$ cat src/bcdc_defs.svh
`ifndef BCDC_DEFS_SVH
`define BCDC_DEFS_SVH

// count range
`define BCDC_COUNT_LAST      8'h99
`define BCDC_COUNT_ZERO      8'h00
// digit limits
`define BCDC_DIGIT_LAST      4'h9
`define BCDC_DIGIT_FOUR      4'h4
// monitor field positions
`define BCDC_TENS_MSB        7
`define BCDC_TENS_LSB        4
`define BCDC_UNITS_MSB       3
`define BCDC_UNITS_LSB       0
// internal oscillator rate
`define BCDC_SYS_HZ          200000000
`define BCDC_OSC_HZ          1000000
`define BCDC_OSC_DIV         (`BCDC_SYS_HZ / `BCDC_OSC_HZ)
// step source settings
`define BCDC_ADV_STEPS       16'h0010

`endif

$ cat src/bcdc_pkg.sv
package bcdc_pkg;

    // logic mode of the console
    typedef enum logic [1:0]
    {
        BCDC_MODE_LOAD = 2'b00,
        BCDC_MODE_RUN  = 2'b01,
        BCDC_MODE_STOP = 2'b10
    } bcdc_mode_t;

    // two-digit bcd value
    typedef struct packed
    {
        logic [3:0] tens;
        logic [3:0] units;
    } bcdc_value_t;

    // multiple-form carry taps
    typedef struct packed
    {
        logic divTwoTap;
        logic divFiveTap;
        logic divTenTap;
        logic divTwentyTap;
        logic divFiftyTap;
        logic hundredCountCarry;
    } bcdc_taps_t;

endpackage

$ cat src/bcdc_counter.sv
`include "bcdc_defs.svh"
`timescale 1ns/100ps
`default_nettype none

module bcdc_counter
    import bcdc_pkg::*;
#(
    parameter int OSC_DIV   = `BCDC_OSC_DIV,
    parameter int ADV_STEPS = `BCDC_ADV_STEPS
)
(
    // clock and reset
    input  wire logic        clk_sys,
    input  wire logic        rst_b,
    // logic system clock selection
    input  wire logic        extClockSelect,
    input  wire logic        extClock,
    // console logic mode
    input  wire bcdc_mode_t  logicMode,
    input  wire logic        singleStep,
    input  wire logic        advanceStep,
    // variable form controls
    input  wire logic        varEnable,
    input  wire logic        varCarryIn,
    input  wire logic        varZero,
    input  wire logic        thumbwheelInhibit,
    input  wire bcdc_value_t thumbwheel,
    input  wire bcdc_value_t patchedValue,
    // variable form outputs
    output logic             selectableCarryOut,
    output logic             varHundredCarry,
    output bcdc_value_t      monitor,
    // multiple form controls
    input  wire logic        mulEnable,
    input  wire logic        mulCarryIn,
    input  wire logic        mulZero,
    // multiple form outputs
    output bcdc_taps_t       taps
);

    initial
    begin
        if (OSC_DIV < 2 || OSC_DIV > 65536 ||
            ADV_STEPS < 1 || ADV_STEPS > 65535)
            $error("bcdc_counter: bad parameter");
    end

    // ------------------------------------------------------------
    // functions
    // ------------------------------------------------------------
    function automatic bcdc_value_t bcdInc(input bcdc_value_t v);
        bcdc_value_t r;
        r = v;
        if (v.units == `BCDC_DIGIT_LAST)
        begin
            r.units = 4'h0;
            r.tens  = (v.tens == `BCDC_DIGIT_LAST) ? 4'h0 : v.tens + 4'h1;
        end
        else
        begin
            r.units = v.units + 4'h1;
        end
        return r;
    endfunction

    function automatic bcdc_value_t nextCount(
        input bcdc_value_t v,
        input logic        tick,
        input logic        en,
        input logic        ci,
        input logic        zero,
        input logic        load,
        input logic        adv);
        bcdc_value_t r;
        r = v;
        if (load)
            r = `BCDC_COUNT_ZERO;
        else if (tick && zero && adv)
            r = `BCDC_COUNT_ZERO;
        else if (tick && en && ci && adv)
            r = bcdInc(v);
        return r;
    endfunction

    // ------------------------------------------------------------
    // input synchronisers
    // ------------------------------------------------------------
    logic [1:0] extSync;
    logic       extPrev;
    logic [1:0] stepSync;
    logic       stepPrev;
    logic [1:0] advSync;

    always_ff @(posedge clk_sys or negedge rst_b)
    begin
        if (!rst_b)
        begin
            extSync  <= 2'h0;
            extPrev  <= 1'b0;
            stepSync <= 2'h0;
            stepPrev <= 1'b0;
            advSync  <= 2'h0;
        end
        else
        begin
            extSync  <= {extSync[0], extClock};
            extPrev  <= extSync[1];
            stepSync <= {stepSync[0], singleStep};
            stepPrev <= stepSync[1];
            advSync  <= {advSync[0], advanceStep};
        end
    end

    // ------------------------------------------------------------
    // logic system clock tick
    // ------------------------------------------------------------
    logic [15:0] oscCnt;
    logic [15:0] next_oscCnt;
    logic        oscTick;
    logic        tick;

    always_comb
    begin
        oscTick     = (oscCnt == 16'(OSC_DIV - 1));
        next_oscCnt = oscTick ? 16'h0000 : oscCnt + 16'h0001;
        tick        = extClockSelect ? (extSync[1] && !extPrev)
                                     : oscTick;
    end

    always_ff @(posedge clk_sys or negedge rst_b)
    begin
        if (!rst_b)
            oscCnt <= 16'h0000;
        else
            oscCnt <= next_oscCnt;
    end

    // ------------------------------------------------------------
    // stop mode step control
    // ------------------------------------------------------------
    logic        stepPending;
    logic        next_stepPending;
    logic [15:0] advLeft;
    logic [15:0] next_advLeft;
    logic        advActive;
    logic        running;

    always_comb
    begin
        advActive        = (advLeft != 16'h0000);
        running          = (logicMode == BCDC_MODE_RUN) ||
                           stepPending || advActive;
        next_stepPending = stepPending;
        next_advLeft     = advLeft;
        if (stepSync[1] && !stepPrev && logicMode == BCDC_MODE_STOP)
            next_stepPending = 1'b1;
        else if (tick)
            next_stepPending = 1'b0;
        if (logicMode != BCDC_MODE_STOP)
            next_advLeft = 16'h0000;
        else if (advSync[1] && !advActive)
            next_advLeft = 16'(ADV_STEPS);
        else if (tick && advActive)
            next_advLeft = advLeft - 16'h0001;
    end

    always_ff @(posedge clk_sys or negedge rst_b)
    begin
        if (!rst_b)
        begin
            stepPending <= 1'b0;
            advLeft     <= 16'h0000;
        end
        else
        begin
            stepPending <= next_stepPending;
            advLeft     <= next_advLeft;
        end
    end

    // ------------------------------------------------------------
    // counters
    // ------------------------------------------------------------
    bcdc_value_t varCount;
    bcdc_value_t next_varCount;
    bcdc_value_t mulCount;
    bcdc_value_t next_mulCount;
    logic        loadMode;

    always_comb
    begin
        loadMode      = (logicMode == BCDC_MODE_LOAD);
        next_varCount = nextCount(varCount, tick, varEnable, varCarryIn,
                                  varZero, loadMode, running);
        next_mulCount = nextCount(mulCount, tick, mulEnable, mulCarryIn,
                                  mulZero, loadMode, running);
    end

    always_ff @(posedge clk_sys or negedge rst_b)
    begin
        if (!rst_b)
        begin
            varCount <= `BCDC_COUNT_ZERO;
            mulCount <= `BCDC_COUNT_ZERO;
        end
        else
        begin
            varCount <= next_varCount;
            mulCount <= next_mulCount;
        end
    end

    // ------------------------------------------------------------
    // carry outputs
    // ------------------------------------------------------------
    bcdc_value_t selValue;
    bcdc_value_t selMinusOne;
    logic        atLast;

    always_comb
    begin
        selValue = thumbwheelInhibit ? patchedValue : thumbwheel;
        selMinusOne = selValue;
        if (selValue.units == 4'h0)
        begin
            selMinusOne.units = `BCDC_DIGIT_LAST;
            selMinusOne.tens  = (selValue.tens == 4'h0) ?
                                `BCDC_DIGIT_LAST : selValue.tens - 4'h1;
        end
        else
        begin
            selMinusOne.units = selValue.units - 4'h1;
        end
        selectableCarryOut = varCarryIn &&
                             (varCount == selMinusOne);
        varHundredCarry    = varCarryIn &&
                             (varCount == `BCDC_COUNT_LAST);
        monitor            = varCount;
        atLast             = (mulCount.units == `BCDC_DIGIT_LAST);
        taps.divTwoTap     = mulCarryIn && mulCount.units[0];
        taps.divFiveTap    = mulCarryIn && (atLast ||
                             mulCount.units == `BCDC_DIGIT_FOUR);
        taps.divTenTap     = mulCarryIn && atLast;
        taps.divTwentyTap  = mulCarryIn && atLast && mulCount.tens[0];
        taps.divFiftyTap   = mulCarryIn && atLast &&
                             (mulCount.tens == `BCDC_DIGIT_FOUR ||
                              mulCount.tens == `BCDC_DIGIT_LAST);
        taps.hundredCountCarry = mulCarryIn &&
                             (mulCount == `BCDC_COUNT_LAST);
    end
endmodule

`default_nettype wire

$ cat config.mk
export PLATFORM = sky130hd
export DESIGN_NAME = bcdc_counter
export DESIGN_NICKNAME = d
export VERILOG_FILES = /design/src/bcdc_pkg.sv /design/src/bcdc_counter.sv
export VERILOG_INCLUDE_DIRS = /design/src /design/src/src
export SDC_FILE = /design/constraint.sdc
export NUM_CORES = 1
export LEC_CHECK = 0
export BUFFER_PORTS_ARGS = -buffer_cell sky130_fd_sc_hd__buf_2
export CORE_MARGIN = 2
export CORE_UTILIZATION = 52
export DETAILED_ROUTE_END_ITERATION = 16
export PLACE_DENSITY = 0.85
export SETUP_SLACK_MARGIN = 0.5
export SYNTH_ARGS = -nofsm -noshare
export SYNTH_HDL_FRONTEND = slang
export SYNTH_SLANG_ARGS = --single-unit
export TNS_END_PERCENT = 1
$ cat constraint.sdc
create_clock -name clk_sys -period 2.9 [get_ports clk_sys]
set_input_delay 0.58 -clock clk_sys [delete_from_list [all_inputs] [get_ports clk_sys]]
set_output_delay 0.58 -clock clk_sys [all_outputs]
set_load 0.02 [all_outputs]
**After elaboration in Yosys (flattened, before gate mapping)**

Index checks and enable logic that the tools add are counted.

- Register bits: 57
- Input port bits: 31
- Output and inout bits: 16
- Word-level logic and storage cells: 98

- Add/subtract/negate cells: 8
- Eq/ne operators: 13
- Mux-type cells: 23
- Reductions and logical operators: 42

Operator list:

| cell | number |
|---|---|
| $mux 16 | 4 |
| $mux 8 | 7 |
| $mux 4 | 9 |
| $logic_and 1x1->1 | 23 |
| $add 16x1->16 const B | 1 |
| $add 4x1->4 const B | 4 |
| $eq 16x8->1 const B | 1 |
| $eq 4x4->1 const B | 4 |
| $eq 8x8->1 const B | 2 |
| $reduce_bool 16->1 | 1 |
| $sub 16x1->16 const B | 1 |
| $reduce_bool 3->1 | 5 |
| $eq 4x3->1 const B | 2 |
| $eq 8x8->1 | 1 |
| $logic_not 4->1 | 2 |
| $sub 4x1->4 const B | 2 |
| $logic_or 1x1->1 | 4 |
| $reduce_and 2->1 | 2 |
| $logic_not 1->1 | 3 |
| $mux 1 | 3 |
| $eq 2x1->1 const B | 1 |
| $eq 2x2->1 const B | 1 |
| $logic_not 2->1 | 1 |
| $ne 2x2->1 const B | 1 |
| $reduce_bool 2->1 | 1 |

**Longest topological paths before layout**

- Word-level depth: 9
- Gate-level depth with buffers: 9
- Mapped depth without buffers: 8

**Worst setup path after synthesis**

Ideal clock, no wire load.

- Path kind: input to output
- Start: input port patchedValue[0] (netlist bit)
- End: output port selectableCarryOut
- Arrival time: 2669 ps
- Data required time: 2320 ps
- Slack: -349 ps
- Cell stages on the path: 6
- Buffers on the path: 0
- Cell sequence: or3_4 -> or4_4 -> a21boi_2 -> xnor2_1 -> or4_1 -> a311oi_1

- Cells in the longest elaborated chain, start to end: 5
- Elaborated cells on any way between the ends: 7
- Those cells by class: 1 x add/sub; 1 x eq/ne; 3 x mux; 2 x reduce/logical

Ends and longest elaborated chain:

| item | line | text |
|---|---|---|
| start, declared | bcdc_counter.sv:28 | `input wire bcdc_value_t patchedValue,` |
| $mux 8 (*) | bcdc_counter.sv:222 | `selValue = thumbwheelInhibit ? patchedValue : thumbwheel;` |
| $sub 4x1->4 / $logic_not 4->1 (equally long branches) | bcdc_counter.sv:232, bcdc_counter.sv:224 |  |
| $mux 4 | bcdc_counter.sv:224 | `if (selValue.units == 4'h0)` |
| $eq 8x8->1 (*) | bcdc_counter.sv:235 | `(varCount == selMinusOne);` |
| $logic_and 1x1->1 (*) | bcdc_counter.sv:234 | `selectableCarryOut = varCarryIn &&` |
| end, declared | bcdc_counter.sv:30 | `output logic selectableCarryOut,` |

Every way passes the cells marked *; elsewhere a longest branch is shown, timed or not.

**Final worst setup path**

- Start: input port patchedValue[1] (netlist bit)
- End: output port selectableCarryOut

The elaborated chain is that of the path after synthesis.

==> summary by stage <==
Pwr
The power density over cell area is 437 mW/mm2. The post-route total power is 1.91 mW. The leakage component of the power is 1.96 nW.

IR analysis of the VDD net gives a maximum drop of 0.549 mV.

Layout
The commonest non-fill, non-tap cell in the layout is sky130_fd_sc_hd__dfrtp_1. The count of filler cells inserted in the layout is 458. In the layout the commonest cells are sky130_fd_sc_hd__dfrtp_1 (55), sky130_fd_sc_hd__nor2_1 (45), sky130_fd_sc_hd__buf_2 (44).

0 antenna diodes ended up in the layout. The net count of the finished layout is 485. The share of layout cells above drive strength 1 is 27.4%. From synthesis to final layout, the design area changed by 26.6%.

CTS
The clock passes through at most 2 buffers. The count of hold-fix buffers inserted at cts is 0. The clock insertion delay at the later pin of the skew report is 0.33 ns. The H-tree was split into 3 levels.

TritonCTS built the clock tree. The number of CTS-inserted buffers is 9. The clock drives 57 sinks.

The cell chosen for the clock root is sky130_fd_sc_hd__clkbuf_8. The clock-pin slew on the worst setup and hold paths is 0.06 ns.

Synthesis
In this run the cell area of the synthesized design comes to 0.00345 mm2. The post-synthesis net count is 419. A synthesized cell averages 9.20 um2. Sequential cells were found to cover 41.3% of the synthesized design area.

For this run, the number of Yosys warnings is 0. Counting every instance in the synthesized netlist gives 375. Counting distinct cell types in the post-synthesis netlist gives 61. The async set-reset flop share out of synthesis is 100%. The number of flops mapped to enable cells by yosys is 0.

In the synthesized netlist the dominant register cell turns out to be sky130_fd_sc_hd__dfrtp_1. The number of synthesized register bits is 57.

Place
The number of port buffers is 46. Once detailed placement completed, the half-perimeter wirelength came to 5.78 mm. The weighted congestion at the end of routability-driven global placement is 0.937.

Run status
The run finished, with violations left. The checks that failed: negative setup slack.

Floorplanning
The number of core rows is 29. The vertical die dimension is 85.4 um. The initial standard-cell utilization of the core is 54.0%. The die footprint is 0.00730 mm2.

The core area is 0.00639 mm2. The die is 85.4 um wide. For this design the top-level I/O count stands at 47.

Timing
Subtracting the final worst setup slack from the clock period gives 3.16 ns. For the pin with the worst max-slew slack, the measured transition is 1.20 ns. Summed over all failing endpoints, the final setup total negative slack is -0.264 ns. In the finished design, the share of the clock period the worst path needs comes to 109%. Setup repair after global routing could not meet its margin everywhere. Setup slack on the critical path of the routed design comes to -0.264 ns. The final-report max-slew violation count is 0. The number of hold violations in the final report came to 0. The headroom to the max-slew limit is 19.6%. Setup violations remaining at the end of the flow were counted as 1. Between clock sinks in the finished design, the worst skew comes to 0.0130 ns.

Static timing analysis puts the maximum clock frequency at 0.316 GHz.

Route
The routed wirelength normalized by instance count is 16.4 um. The detailed-route DRC error count is 0. The number of detailed-routing iterations run before antenna repair is 4. Summing over every cut layer, the via total after detailed routing is 3143. The number of DRC violations after detailed-routing iteration 0 is 219.

The final layout contains routed wiring with a total length of 8.59 mm. The mean number of vias per cell is 6.01. Once detail routing completed, the nets flagged for antenna violations numbered 0.

Global routing
The largest net degree at the start of global routing is 58. The global-route total usage across every layer is 24.0%. The via count of the first global-routing pass came to 3121. The number of antenna violations at the first check in global routing came to 0. The first-pass GRT wire length is 14.1 mm. The overflow left after global routing is 0.

Setup path
Along the worst path, the maximum fanout reaches 4. The data required time of the worst path is 2.32 ns. In this run the critical register-to-register path is launched from oscCnt[1]$_DFF_PN0_. The destination of the worst register-to-register timing path is mulCount[0]$_DFFE_PN0P_.

The worst setup path is captured at an output pin. Counting cells, the worst reg-to-reg path comes to 7. The sort of element at the start of the critical path is an input pin. The critical path start-end classification is in2out. Data on the critical path arrives at its endpoint at 2.58 ns. The worst setup slack for register-to-register paths is 0.42 ns.

Hold path
The worst hold path terminates at advSync[0]$_DFF_PN0_. The startpoint of the lowest-slack hold path is advanceStep. The path category of the worst min-delay check is in2reg. The number of instances on the worst hold path is 1.

Flow run
Max-cap violations in this run came to 0.
## through the flow
stage	cell area, um2	setup WS (ns)	cells	hold WS, ns	util (%)
after CTS	4190	-0.317	523	0.347	65.6
after global routing	4370	-0.312	523	0.343	68.4
after floorplan	3470	-0.160	375	0.284	-
after detailed placement	3880	-0.436	506	0.341	60.8
final	4370	-0.264	523	0.356	68.4
after global placement	3880	-0.364	506	0.331	60.8
## report_power, final
part / switching (mW) / internal (mW) / leakage [nW]
sequential: 0.0135 / 0.809 / 0.758
clock: 0.307 / 0.527 / 0.115
combinational: 0.152 / 0.100 / 1.08
## metal layers
layer / vias up / wire (um) / part of all wire, % / GRT usage [%]
li1: 1477 / - / - / -
met4: 0 / 132 / 1.5 / 8.37
met2: 101 / 4570 / 53 / 43.9
met5: - / 0 / 0 / 0
met3: 17 / 410 / 4.8 / 3.89
met1: 1548 / 3480 / 40 / 28.5
## how the worst max path moves through the flow
stage                    startpoint  slack [ns]                  to  cells past startpoint
floorplan           patchedValue[0]       -0.16  selectableCarryOut                      6
global placement    patchedValue[0]       -0.36  selectableCarryOut                      8
detailed placement  patchedValue[0]       -0.44  selectableCarryOut                      8
CTS                 patchedValue[2]       -0.32  selectableCarryOut                      8
global route        patchedValue[2]       -0.31  selectableCarryOut                      8
finish              patchedValue[1]       -0.26  selectableCarryOut                      8
## kinds of logic after synthesis
| family | synth area share [%] |
|---|---|
| AO/OA/AOI/OAI | 12.8 |
| XOR/XNOR | 8.89 |
| adder cells (fa/ha/maj) | 4.72 |
| buffers and inverters | 3.59 |
| flip-flops | 41.3 |
| multiplexers | 2.61 |
| AND/OR/NAND/NOR | 26.0 |
## critical path, stage by stage
cell	delay [ns]
sky130_fd_sc_hd__buf_2	0.11
sky130_fd_sc_hd__or3_4	0.38
sky130_fd_sc_hd__or4_4	0.44
sky130_fd_sc_hd__a21boi_2	0.18
sky130_fd_sc_hd__xnor2_1	0.08
sky130_fd_sc_hd__or4_4	0.44
sky130_fd_sc_hd__a311oi_4	0.23
sky130_fd_sc_hd__buf_6	0.16
## area by class of cell
type	count	area, um2	area share, %
tap	77	96.3	2.21
inverter	16	60.1	1.38
timing repair buffer	67	417	9.54
multi-input combinational	290	2140	48.9
clock buffer	11	151	3.47
clock inverter	5	77.6	1.78
sequential	57	1430	32.7
## timing repair
action	in CTS	in global routing
pin swaps	6	11
setup buffers	1	0
resized for setup	17	37
setup endpoints to repair	31	20
## registers in the layout (all words and copies together) (netlist names)
signal	cells
advLeft	16
oscCnt	16
monitor	8
mulCount	8
advSync	2
extSync	2
stepSync	2
extPrev	1
stepPending	1
stepPrev	1
## synth_stat cells, drive strengths merged, types with 4 or more instances
cell type / n / share of area [%]
mux2i: 9 / 2.6
or4: 7 / 1.7
inv: 16 / 1.7
buf: 7 / 1.3
xnor2: 26 / 6.6
o211ai: 5 / 1.1
nor4b: 4 / 1.0
ha: 13 / 4.7
dfrtp: 57 / 41
o21ai: 12 / 1.7
nor4: 7 / 1.9
or3: 4 / 0.87
nor3: 17 / 2.5
a21oi: 16 / 2.4
nand3: 19 / 2.8
clkbuf: 5 / 0.54
nand4: 4 / 0.73
nor2: 46 / 5.0
xor2: 9 / 2.3
nand3b: 5 / 1.1
nor2b: 5 / 0.91
nand2: 31 / 3.4
and3: 4 / 0.73
No activity file was read; power rests on OpenSTA's default activity.
